File: config.mk
export PLATFORM = sky130hd
export DESIGN_NAME = twowire_status_core
export DESIGN_NICKNAME = d
export VERILOG_FILES = /design/src/inc/twowire_status_pkg.sv /design/src/core/twowire_status_core.sv /design/src/core/twowire_line_monitor.sv
export SDC_FILE = /design/constraint.sdc
export NUM_CORES = 1
export LEC_CHECK = 0
export ABC_AREA = 1
export CORE_ASPECT_RATIO = 0.9
export CORE_MARGIN = 2
export CORE_UTILIZATION = 40
export DETAILED_ROUTE_END_ITERATION = 7
export DONT_BUFFER_PORTS = 1
export RECOVER_POWER = 100
export SKIP_LAST_GASP = 1
export SLEW_MARGIN = 5
export SYNTH_ARGS = -nofsm -noshare
export SYNTH_HDL_FRONTEND = slang
export SYNTH_SLANG_ARGS = --single-unit
File: constraint.sdc
create_clock -name mclk -period 1.9 [get_ports mclk]
set_input_delay 0.095 -clock mclk [delete_from_list [all_inputs] [get_ports mclk]]
set_output_delay 0.095 -clock mclk [all_outputs]
set_load 0.02 [all_outputs]
File: src/inc/twowire_status_pkg.sv
// Functional notes
// - Flag tx_empty_not_underflow drops to 0 when shift register empties without a new write.
// - No new copy until tx data is written; the previous byte is resent meanwhile.
// - Writing tx data, or module reset (run low, chip reset), sets the flag to 1.
// - Own target address or general call address sets addressed_as_target.
// - In free format mode, addressed_as_target sets after the first data word.
// - Repeated START or STOP clears addressed_as_target.
// - An all-zero address sets general_call_seen.
// - Any START or STOP clears general_call_seen.
// - Status bits seven and six read as zero; writes to them do nothing.
// - Any STOP on the bus sets stop_seen, whoever generated it; the code holds it at 0 while run is low.
// - Reading the stop code from the interrupt source field clears stop_seen.
// - Writing a one to the stop_seen bit clears it.
package twowire_status_pkg;

  // ----------------------------------------------------------------
  // Register offsets
  // ----------------------------------------------------------------
  localparam logic [7:0]  OFS_OWN_ADDR = 8'h00;
  localparam logic [7:0]  OFS_IRQ_MASK = 8'h04;
  localparam logic [7:0]  OFS_STATUS   = 8'h08;
  localparam logic [7:0]  OFS_TX_DATA  = 8'h20;
  localparam logic [7:0]  OFS_MODE     = 8'h24;
  localparam logic [7:0]  OFS_IRQ_SRC  = 8'h28;

  // ----------------------------------------------------------------
  // Field positions
  // ----------------------------------------------------------------
  localparam int          BIT_TX_EMPTY  = 10;
  localparam int          BIT_ADDRESSED = 9;
  localparam int          BIT_GCALL     = 8;
  localparam int          BIT_STOP      = 5;
  localparam int          BIT_RUN       = 5;
  localparam int          BIT_FREE_FMT  = 3;

  // ----------------------------------------------------------------
  // Reset values and masks
  // ----------------------------------------------------------------
  localparam logic [15:0] STATUS_RST    = 16'h0400;
  localparam logic [15:0] MASK_RST      = 16'h0000;
  localparam logic [15:0] MASK_VALID    = 16'h0720;
  localparam logic [6:0]  OWN_ADDR_RST  = 7'h2A;
  localparam logic [6:0]  GCALL_ADDR    = 7'h00;
  localparam logic [3:0]  BITS_PER_BYTE = 4'h8;
  localparam logic [3:0]  LAST_TX_BIT   = 4'h7;

  // ----------------------------------------------------------------
  // Interrupt source codes
  // ----------------------------------------------------------------
  localparam logic [2:0]  CODE_NONE      = 3'h0;
  localparam logic [2:0]  CODE_UNDERFLOW = 3'h5;
  localparam logic [2:0]  CODE_STOP      = 3'h6;
  localparam logic [2:0]  CODE_ADDRESSED = 3'h7;

  // ----------------------------------------------------------------
  // Link states
  // ----------------------------------------------------------------
  typedef enum logic [2:0] {
    ST_IDLE   = 3'b000,
    ST_ADDR   = 3'b001,
    ST_ACK    = 3'b010,
    ST_RX     = 3'b011,
    ST_TX     = 3'b100,
    ST_TXACK  = 3'b101,
    ST_IGNORE = 3'b110
  } link_state_t;

endpackage

File: src/core/twowire_status_core.sv
`timescale 1ns/100ps
module twowire_status_core (
  input  wire logic        mclk,
  input  wire logic        resetn,
  input  wire logic [7:0]  reg_addr,
  input  wire logic [15:0] reg_wdata,
  input  wire logic        reg_wr,
  input  wire logic        reg_rd,
  output logic      [15:0] reg_rdata,
  output logic             irq,
  input  wire logic        scl_in,
  input  wire logic        sda_in,
  output logic             sda_out,
  output logic             sda_oe
);

  // ----------------------------------------------------------------
  // State
  // ----------------------------------------------------------------
  typedef struct packed {
    twowire_status_pkg::link_state_t st;
    logic [3:0]  bitcnt;
    logic [7:0]  rx_sh;
    logic [7:0]  tx_sh;
    logic [7:0]  tx_last;
    logic [7:0]  tx_data;
    logic        tx_fresh;
    logic        tx_empty_not_underflow;
    logic        addressed_as_target;
    logic        general_call_seen;
    logic        stop_seen;
    logic        rd_dir;
    logic        nack;
    logic        bus_busy;
    logic        sda_drv;
    logic [6:0]  own_addr;
    logic        module_run;
    logic        free_format_en;
    logic [15:0] irq_mask;
    logic [15:0] rdata;
  } core_state_t;

  localparam core_state_t CORE_RST = '{
    st:                     twowire_status_pkg::ST_IDLE,
    tx_empty_not_underflow: twowire_status_pkg::STATUS_RST[twowire_status_pkg::BIT_TX_EMPTY],
    own_addr:               twowire_status_pkg::OWN_ADDR_RST,
    irq_mask:               twowire_status_pkg::MASK_RST,
    default:                '0
  };

  core_state_t s_ff;
  core_state_t nxt;
  logic        line_sda;
  logic        line_rise;
  logic        line_fall;
  logic        line_start;
  logic        line_stop;
  logic        load_req;
  logic [2:0]  irq_code;

  // ----------------------------------------------------------------
  // Helpers
  // ----------------------------------------------------------------
  // Status word as software sees it; bits seven and six stay zero
  function automatic logic [15:0] status_word(input core_state_t s);
    logic [15:0] r;
    r                                    = 16'h0000;
    r[twowire_status_pkg::BIT_TX_EMPTY]  = s.tx_empty_not_underflow;
    r[twowire_status_pkg::BIT_ADDRESSED] = s.addressed_as_target;
    r[twowire_status_pkg::BIT_GCALL]     = s.general_call_seen;
    r[twowire_status_pkg::BIT_STOP]      = s.stop_seen;
    return r;
  endfunction

  // Event view: underflow is the inverse of the empty flag
  function automatic logic [15:0] pending_word(input core_state_t s);
    logic [15:0] r;
    r                                   = status_word(s);
    r[twowire_status_pkg::BIT_TX_EMPTY] = !s.tx_empty_not_underflow;
    return r;
  endfunction

  // ----------------------------------------------------------------
  // Line monitor
  // ----------------------------------------------------------------
  twowire_line_monitor u_mon (
    .mclk      (mclk),
    .resetn    (resetn),
    .scl_in    (scl_in),
    .sda_in    (sda_in),
    .sda_level (line_sda),
    .scl_rise  (line_rise),
    .scl_fall  (line_fall),
    .start_det (line_start),
    .stop_det  (line_stop)
  );

  // Source code: stop outranks address match, then underflow
  always_comb begin
    if (s_ff.stop_seen) begin
      irq_code = twowire_status_pkg::CODE_STOP;
    end else if (s_ff.addressed_as_target) begin
      irq_code = twowire_status_pkg::CODE_ADDRESSED;
    end else if (!s_ff.tx_empty_not_underflow) begin
      irq_code = twowire_status_pkg::CODE_UNDERFLOW;
    end else begin
      irq_code = twowire_status_pkg::CODE_NONE;
    end
  end

  // ----------------------------------------------------------------
  // Next state
  // ----------------------------------------------------------------
  always_comb begin
    logic [7:0] byte_out;
    logic       addr_match;
    logic       gcall;
    byte_out   = s_ff.tx_last;
    addr_match = 1'b0;
    gcall      = 1'b0;
    load_req   = 1'b0;
    nxt        = s_ff;
    nxt.rdata  = 16'h0000;
    // Bus side: bits sampled on clock rise, our data changes on clock fall
    case (s_ff.st)
      twowire_status_pkg::ST_ADDR, twowire_status_pkg::ST_RX: begin
        if (line_rise) begin
          nxt.rx_sh  = {s_ff.rx_sh[6:0], line_sda};
          nxt.bitcnt = s_ff.bitcnt + 4'h1;
        end else if (line_fall && s_ff.bitcnt == twowire_status_pkg::BITS_PER_BYTE) begin
          gcall      = s_ff.rx_sh[7:1] == twowire_status_pkg::GCALL_ADDR;
          addr_match = gcall || s_ff.rx_sh[7:1] == s_ff.own_addr;
          nxt.bitcnt = 4'h0;
          if (s_ff.st == twowire_status_pkg::ST_RX) begin
            nxt.st      = twowire_status_pkg::ST_ACK;
            nxt.sda_drv = 1'b1;
          end else if (s_ff.free_format_en) begin
            nxt.addressed_as_target = 1'b1;
            nxt.rd_dir              = 1'b0;
            nxt.st                  = twowire_status_pkg::ST_ACK;
            nxt.sda_drv             = 1'b1;
          end else if (addr_match) begin
            nxt.addressed_as_target = 1'b1;
            nxt.general_call_seen = gcall;
            nxt.rd_dir            = s_ff.rx_sh[0] && !gcall;
            nxt.st                = twowire_status_pkg::ST_ACK;
            nxt.sda_drv           = 1'b1;
          end else begin
            nxt.st = twowire_status_pkg::ST_IGNORE;
          end
        end
      end
      twowire_status_pkg::ST_ACK: begin
        if (line_rise) begin
          nxt.bitcnt = 4'h1;
        end else if (line_fall && s_ff.bitcnt == 4'h1) begin
          nxt.bitcnt  = 4'h0;
          nxt.sda_drv = 1'b0;
          load_req    = s_ff.rd_dir;
          nxt.st      = s_ff.rd_dir ? twowire_status_pkg::ST_TX : twowire_status_pkg::ST_RX;
        end
      end
      twowire_status_pkg::ST_TX: begin
        if (line_fall) begin
          if (s_ff.bitcnt == twowire_status_pkg::LAST_TX_BIT) begin
            nxt.st      = twowire_status_pkg::ST_TXACK;
            nxt.sda_drv = 1'b0;
            nxt.bitcnt  = 4'h0;
          end else begin
            nxt.tx_sh   = {s_ff.tx_sh[6:0], 1'b0};
            nxt.sda_drv = !s_ff.tx_sh[6];
            nxt.bitcnt  = s_ff.bitcnt + 4'h1;
          end
        end
      end
      twowire_status_pkg::ST_TXACK: begin
        if (line_rise) begin
          nxt.nack   = line_sda;
          nxt.bitcnt = 4'h1;
        end else if (line_fall && s_ff.bitcnt == 4'h1) begin
          nxt.bitcnt = 4'h0;
          load_req   = !s_ff.nack;
          nxt.st     = s_ff.nack ? twowire_status_pkg::ST_IGNORE : twowire_status_pkg::ST_TX;
        end
      end
      twowire_status_pkg::ST_IDLE, twowire_status_pkg::ST_IGNORE: begin
        nxt.sda_drv = 1'b0;
      end
      default: begin
        nxt.st      = twowire_status_pkg::ST_IDLE;
        nxt.sda_drv = 1'b0;
      end
    endcase
    // Shift register refill; an old byte goes out again if nothing new arrived
    if (load_req) begin
      if (s_ff.tx_fresh) begin
        byte_out     = s_ff.tx_data;
        nxt.tx_fresh = 1'b0;
      end else begin
        // shift register empty, no new data
        nxt.tx_empty_not_underflow = 1'b0;
      end
      // copy fresh data if any, else resend previous byte
      nxt.tx_sh   = byte_out;
      nxt.tx_last = byte_out;
      nxt.sda_drv = !byte_out[7];
    end
    // Bus framing overrides any bit activity in the same cycle
    if (line_start) begin
      nxt.st          = twowire_status_pkg::ST_ADDR;
      nxt.bitcnt      = 4'h0;
      nxt.sda_drv     = 1'b0;
      nxt.bus_busy    = 1'b1;
      nxt.general_call_seen = 1'b0;
      if (s_ff.bus_busy) begin
        nxt.addressed_as_target = 1'b0;
      end
    end
    if (line_stop) begin
      nxt.st                  = twowire_status_pkg::ST_IDLE;
      nxt.sda_drv             = 1'b0;
      nxt.bus_busy            = 1'b0;
      nxt.addressed_as_target = 1'b0;
      nxt.general_call_seen   = 1'b0;
      nxt.stop_seen           = 1'b1;
    end
    // Register writes; a stop in the same cycle beats the clear
    if (reg_wr) begin
      case (reg_addr)
        twowire_status_pkg::OFS_OWN_ADDR: nxt.own_addr = reg_wdata[6:0];
        twowire_status_pkg::OFS_IRQ_MASK:
          nxt.irq_mask = reg_wdata & twowire_status_pkg::MASK_VALID;
        twowire_status_pkg::OFS_STATUS: begin
          // write one clears stop flag; other bits ignored
          if (reg_wdata[twowire_status_pkg::BIT_STOP] && !line_stop) begin
            nxt.stop_seen = 1'b0;
          end
        end
        twowire_status_pkg::OFS_TX_DATA: begin
          nxt.tx_data                = reg_wdata[7:0];
          nxt.tx_fresh               = 1'b1;
          nxt.tx_empty_not_underflow = 1'b1;
        end
        twowire_status_pkg::OFS_MODE: begin
          nxt.module_run     = reg_wdata[twowire_status_pkg::BIT_RUN];
          nxt.free_format_en = reg_wdata[twowire_status_pkg::BIT_FREE_FMT];
        end
        default: begin
        end
      endcase
    end
    // Register reads; data valid in the next cycle only
    if (reg_rd) begin
      case (reg_addr)
        twowire_status_pkg::OFS_OWN_ADDR: nxt.rdata = {9'h000, s_ff.own_addr};
        twowire_status_pkg::OFS_IRQ_MASK: nxt.rdata = s_ff.irq_mask;
        twowire_status_pkg::OFS_STATUS:   nxt.rdata = status_word(s_ff);
        twowire_status_pkg::OFS_TX_DATA:  nxt.rdata = {8'h00, s_ff.tx_data};
        twowire_status_pkg::OFS_MODE: begin
          nxt.rdata[twowire_status_pkg::BIT_RUN]      = s_ff.module_run;
          nxt.rdata[twowire_status_pkg::BIT_FREE_FMT] = s_ff.free_format_en;
        end
        twowire_status_pkg::OFS_IRQ_SRC: begin
          nxt.rdata = {13'h0000, irq_code};
          if (irq_code == twowire_status_pkg::CODE_STOP && !line_stop) begin
            nxt.stop_seen = 1'b0;
          end
        end
        default: nxt.rdata = 16'h0000;
      endcase
    end
    // module held in reset while run is low
    if (!nxt.module_run) begin
      nxt.st                     = twowire_status_pkg::ST_IDLE;
      nxt.bitcnt                 = 4'h0;
      nxt.sda_drv                = 1'b0;
      nxt.bus_busy               = 1'b0;
      nxt.tx_fresh               = 1'b0;
      nxt.tx_empty_not_underflow = 1'b1;
      nxt.addressed_as_target    = 1'b0;
      nxt.general_call_seen      = 1'b0;
      nxt.stop_seen              = 1'b0;
    end
  end

  always_ff @(posedge mclk) begin
    if (!resetn) begin
      s_ff <= CORE_RST;
    end else begin
      s_ff <= nxt;
    end
  end

  // Open-drain data pin: only ever pulls low
  assign sda_out   = 1'b0;
  assign sda_oe    = s_ff.sda_drv;
  assign reg_rdata = s_ff.rdata;
  assign irq       = |(pending_word(s_ff) & s_ff.irq_mask);
endmodule

File: src/core/twowire_line_monitor.sv
`timescale 1ns/100ps
module twowire_line_monitor (
  input  wire logic mclk,
  input  wire logic resetn,
  input  wire logic scl_in,
  input  wire logic sda_in,
  output logic      sda_level,
  output logic      scl_rise,
  output logic      scl_fall,
  output logic      start_det,
  output logic      stop_det
);

  // ----------------------------------------------------------------
  // State
  // ----------------------------------------------------------------
  typedef struct packed {
    logic [2:0] scl_sync;
    logic [2:0] sda_sync;
    logic       scl_q;
    logic       sda_q;
    logic       rise;
    logic       fall;
    logic       start;
    logic       stop;
  } mon_state_t;

  localparam mon_state_t MON_RST = '{scl_sync: 3'h7, sda_sync: 3'h7, scl_q: 1'b1,
                                     sda_q: 1'b1, default: 1'b0};

  mon_state_t mon_ff;
  mon_state_t nxt_mon;

  // Level changes only once stages two and three agree; stage one feeds stage two only
  always_comb begin
    logic scl_new;
    logic sda_new;
    nxt_mon          = mon_ff;
    scl_new          = mon_ff.scl_q;
    sda_new          = mon_ff.sda_q;
    nxt_mon.scl_sync = {mon_ff.scl_sync[1:0], scl_in};
    nxt_mon.sda_sync = {mon_ff.sda_sync[1:0], sda_in};
    if (mon_ff.scl_sync[1] == mon_ff.scl_sync[2]) begin
      scl_new = mon_ff.scl_sync[2];
    end
    if (mon_ff.sda_sync[1] == mon_ff.sda_sync[2]) begin
      sda_new = mon_ff.sda_sync[2];
    end
    nxt_mon.scl_q = scl_new;
    nxt_mon.sda_q = sda_new;
    nxt_mon.rise  = scl_new && !mon_ff.scl_q;
    nxt_mon.fall  = !scl_new && mon_ff.scl_q;
    // Data edges while the clock stays high frame a transfer
    nxt_mon.start = mon_ff.scl_q && scl_new && mon_ff.sda_q && !sda_new;
    nxt_mon.stop  = mon_ff.scl_q && scl_new && !mon_ff.sda_q && sda_new;
  end

  // Register the whole monitor state
  always_ff @(posedge mclk) begin
    if (!resetn) begin
      mon_ff <= MON_RST;
    end else begin
      mon_ff <= nxt_mon;
    end
  end

  assign sda_level = mon_ff.sda_q;
  assign scl_rise  = mon_ff.rise;
  assign scl_fall  = mon_ff.fall;
  assign start_det = mon_ff.start;
  assign stop_det  = mon_ff.stop;

endmodule

; ---- Word-level counts from Yosys, hierarchy flattened
; Index checks and enable logic that the tools add are counted.
[classes]
n_mux = 77
n_eq_ne = 46
reduce_logical = 51
bitwise_logic = 7
n_addsub = 1
[ops]
columns = op, n
row1 = $mux W7, 7
row2 = $mux W3, 11
row3 = $mux W1, 29
row4 = $eq A8 B6 Y1 const B, 3
row5 = $ne A3 B2 Y1 const B, 8
row6 = $mux W2, 11
row7 = $ne A3 B3 Y1 const B, 7
row8 = $pmux W5 S4, 1
row9 = $mux W18, 1
row10 = $ne A2 B2 Y1 const B, 9
row11 = $reduce_and A9 Y1, 2
row12 = $mux W4, 4
row13 = $mux W8, 2
row14 = $pmux W4 S4, 1
row15 = $reduce_and A2 Y1, 8
row16 = $reduce_or A16 Y1, 1
row17 = $mux W15, 1
row18 = $pmux W3 S5, 1
row19 = $eq A3 B3 Y1 const B, 4
row20 = $logic_and A1 B1 Y1, 12
row21 = $and A11 B11 Y11, 1
row22 = $mux W11, 1
row23 = $logic_not A1 Y1, 10
row24 = $reduce_and A5 Y1, 2
row25 = 32 further kinds, 45
[word_totals]
in_bits = 30
reg_bits = 88
elab_cells = 211

; ---- Logic depth before layout (Yosys ltp)
[logic_depth]
word_depth = 10
ltp_mapped = 12

; ---- By module
; From an unflattened synthesis, not the netlist that was laid out.
[unflattened]
hier_cells = 578
area_unflattened_um2 = 4286.6
[modules_own_cells]
columns = module, cells_each, area_each_um2, n_inst
row1 = twowire_status_core, 538, 3920.0, 1
row2 = twowire_line_monitor, 40, 366.6, 1

; ---- Worst setup path before layout
; Ideal clock, no wire load.
[synth_path]
path_type = register to register
start = register s_ff[82] (netlist bit)
end = register s_ff[68] (netlist bit)
arrival_time_ns = 1.324
path_stages_with_launch = 10
required_time_ns = 1.778
setup_slack_ns = 0.455
cell_sequence = dfxtp_1 -> ha_1 -> nand2_1 -> nor2_1 -> nor2_4 -> nand2_1 -> nand2_2 -> buf_6 -> o21ai_0 -> a31oi_1
[synth_via]
elab_chain_cells = 7
elab_cells_between_ends = 13
[synth_rtl]
columns = item, line
row1 = from (decl), twowire_status_core.sv:51  ; core_state_t s_ff;
row2 = from (signal assigned), twowire_status_core.sv:290  ; s_ff <= nxt;
row3 = $eq A4 B1 Y1, "twowire_status_core.sv:156, twowire_status_core.sv:180"
row4 = $logic_and A1 B1 Y1, "twowire_status_core.sv:156, twowire_status_core.sv:180"
row5 = "$mux W1, on equally long branches", "twowire_status_core.sv:180, twowire_status_core.sv:156"
row6 = "$mux W1, on equally long branches", "twowire_status_core.sv:177, twowire_status_core.sv:154"
row7 = $pmux W1 S2, twowire_status_core.sv:125  ; case (s_ff.st)
row8 = $ne A2 B2 Y1 (no line) or $reduce_bool A2 Y1 (tied branches), -
row9 = $reduce_and A3 Y1 (no line), -
; Several ways; a longest one is shown, not always the timed one.
; A chain may end at the register's enable or synchronous reset.

; ---- Worst setup path in the final report
[layout_path]
start = input reg_addr[5]
end = register s_ff[39] (netlist bit)
[layout_via]
elab_chain_cells = 2
[layout_rtl]
columns = item, line
row1 = from (decl), twowire_status_core.sv:5  ; input wire logic [7:0] reg_addr,
row2 = $logic_not A8 Y1, twowire_status_core.sv:229  ; case (reg_addr)
row3 = $reduce_and A2 Y1 (no line), -
; Every way passes these cells.

==> impl_results.md <==
* Status: finished clean
* H-tree depth at 3
* HP Class: primary input to flop
* Die area at 10600 sq um
* Final hold vios at 0
* Layout Nets at roughly 590
* Die Span X at between 100 and 150 um
* Crit-path cells: dlygate4sd3_1, nor2_1, nand2_1, nor2_2, o221ai_1, dlygate4sd3_1
* Period minus WS final at 1750 ps
* Critical path capture point type: flop
* CP endpoint: s_ff[39]$_SDFFE_PN1P_
* Ys Warns at 0
* Initial antenna violation count at 0
* Detailed placement HPWL at 6.34 mm
* First-pass GRT wire length at between 10 and 15 mm
* Final WL at 8.94 mm
* Floorplan row count at 34
* Launch point of the worst path: reg_addr[5]
* Synth top cells by count: nand2_1 (121), dfxtp_1 (83), inv_1 (64)
* Worst-Skew Late Latency at 370 ps
* CTS root buffer: clkbuf_8
* VDD IR-drop max at 0.333 mV
* R2R Path Start: s_ff[88]$_SDFFE_PP0P_
* Top-count cell post-synth: nand2_1
* LEAKAGE at about 1.9 nW
* Crit path max-delay cell type: dlygate4sd3_1
* Worst EP arrival at 2020 ps
* Total power draw at 3.28 mW
* Vias in the first global route at approximately 3100
* Residual DRC at 0
* Top_reg_cell synth: dfxtp_1
* Sequential fraction of the synthesis area at 0.425
* Critical R2R Capture: s_ff[69]$_SDFFE_PN0P_
* WS Path Type: primary input to flop
* Most used cell, CP: dlygate4sd3_1
* Post-synth top area share at 0.425
* Pin count of the biggest net entering global routing at 39
* Dpl ws at between 150 and 200 ps
* Mean area per synthesized cell at 7.21 sq um
* Pwr Density at approximately 760 nW/um^2
* Final setup vio count at 0
* Maximum Capacitance Violations at 0
* Crit-path max FO at 7
* EDFF count, synth at 0
* Crit-path max cell delay at between 500 and 600 ps
* DR pass1 iterations at 4
* Worst slew pin tran at about 600 ps
* Gpl congestion at 0.872
* Post-route antenna net violation count at 0
* Period utilization at 0.923
* CP Data Required Time at 2170 ps
* TritonCTS sink count at 83
* Fmax at 0.570 GHz
* Via count at around 3400
* Area leader, netlist: dfxtp_1
* PortBufs at 0
* Placed cell count at 649
* Core footprint at 9610 sq um
* Area grow syn2layout at 10.9%
* Max Root-Sink Buffers at 2
* Max_slew headroom at 0.601
* DR WL/cell at 13.1 um
* Ant diodes at 0
* Die height at 97.8 um
* Reg clk slew, reported paths at 100 ps
* CP startpoint kind: primary input
* FF-to-FF path depth at 8
* Clock Skew at about 17 ps
* Initial Util at 0.407
* Layout cells sized above 1 at 0.0878
* GRT overflow at 0
* Setup Buffers After CTS at 0
* Non-filler instance count after layout at between 600 and 700
* Synth cell types at 40
* Number of DRC markers in iteration 0 at just over 300
* IO Pins at a little under 50
* Syn Inst Count at 543
* Clock buffer count from CTS at 9
* Flop2flop setup slack at 170 ps
* Min Hold Slack at 51.8 ps
* Setup_tns at 0 ps
* CTS tree: yes
* Yosys reg bits at 83
* Fraction of registers with async set/reset at 0
* Syn Std Cell Area at 3910 sq um
* Final WS setup at 146 ps
* RSZ-0062 raised after global routing: no
* Slew Viols, Final at 0
* GRT Resource Usage Total at 0.174
* Top cells by area, synth: dfxtp_1 (42%), nand2_1 (12%), inv_1 (6.1%)
* Via density at 5.01
final cells by class:
cell class / instances / area, sq um
sequential: 83 / 1660
timing repair buffer: 24 / 238
clock inverter: 7 / 98.8
multi-input combinational: 365 / 1800
fill: 1017 / 5280
inverter: 70 / 263
tap: 126 / 158
clock buffer: 9 / 124
cells by family after synthesis:
| group | share of synthesized area |
|---|---|
| and+or+nand+nor | 0.252 |
| AOI/OAI and AO/OA | 0.167 |
| buffers and inverters | 0.119 |
| DFF | 0.425 |
| muxes | 0.0201 |
| adders and majority gates | 0.00959 |
| xor gates and xnor gates | 0.00671 |
| other | 0.000958 |
worst min path at each step:
stage | from | to | cells past startpoint
5_1_grt | reg_wdata[5] | s_ff[45]$_SDFF_PN0_ | 3
2_1_floorplan | sda_in | u_mon.mon_ff[6]$_SDFF_PN1_ | 1
3_3_place_gp | resetn | u_mon.mon_ff[11]$_SDFF_PN1_ | 1
3_5_place_dp | resetn | s_ff[39]$_SDFFE_PN1P_ | 1
4_1_cts | reg_addr[2] | reg_rdata[8]$_SDFF_PN0_ | 4
6_report | reg_addr[2] | reg_rdata[8]$_SDFF_PN0_ | 4
state kept, by name (all words and copies together), names as in the netlist:
signal / flops
sda_oe: 1
u_mon.scl_rise: 1
s_ff: 59
u_mon.mon_ff: 7
u_mon.sda_level: 1
u_mon.stop_det: 1
u_mon.start_det: 1
reg_rdata: 11
u_mon.scl_fall: 1
power breakdown:
part | switching, mW | internal [mW] | total [mW]
clock network | 0.680 | 0.749 | 1.43
logic | 0.0599 | 0.0409 | 0.101
registers | 0.00294 | 1.74 | 1.75
total | 0.742 | 2.53 | 3.28
timing repair:
action	CTS	global route
hold buffers	19	0
resized for setup	0	4
setup endpoints to repair	0	6
hold endpoints to repair	48	0
worst max-delay path: cells and delay by family:
family                 cells  cell delay, ps
AND/OR/NAND/NOR            3             690
buffers and inverters      2            1100
AO/OA/AOI/OAI              1             140
layout by cell type (no fill, tap or decap), types with 7 or more instances in the layout:
cell type and count:
mux2_2 7, a31oi_1 9, nor2_1 55, dfxtp_1 83
dlygate4sd3_1 18, clkbuf_8 9, o21ai_0 48, nand3_1 24
inv_1 68, nand2_1 121, a21oi_1 42
through the flow:
stage / instance area [sq um] / util
2_1_floorplan: 3930 / -
5_1_grt: 4340 / 0.451
4_1_cts: 4350 / 0.452
3_3_place_gp: 3920 / 0.408
6_report: 4340 / 0.451
3_5_place_dp: 3920 / 0.408
routing by layer:
layer  vias to the layer above  wire (um)  global-route usage
met1                      1553       4360               0.230
li1                       1761          -                   -
met2                        94       3890               0.271
met3                        16        500              0.0407
met5                         -          0                   0
met4                         0        193              0.0740
No activity file was read; power rests on OpenSTA's default activity.
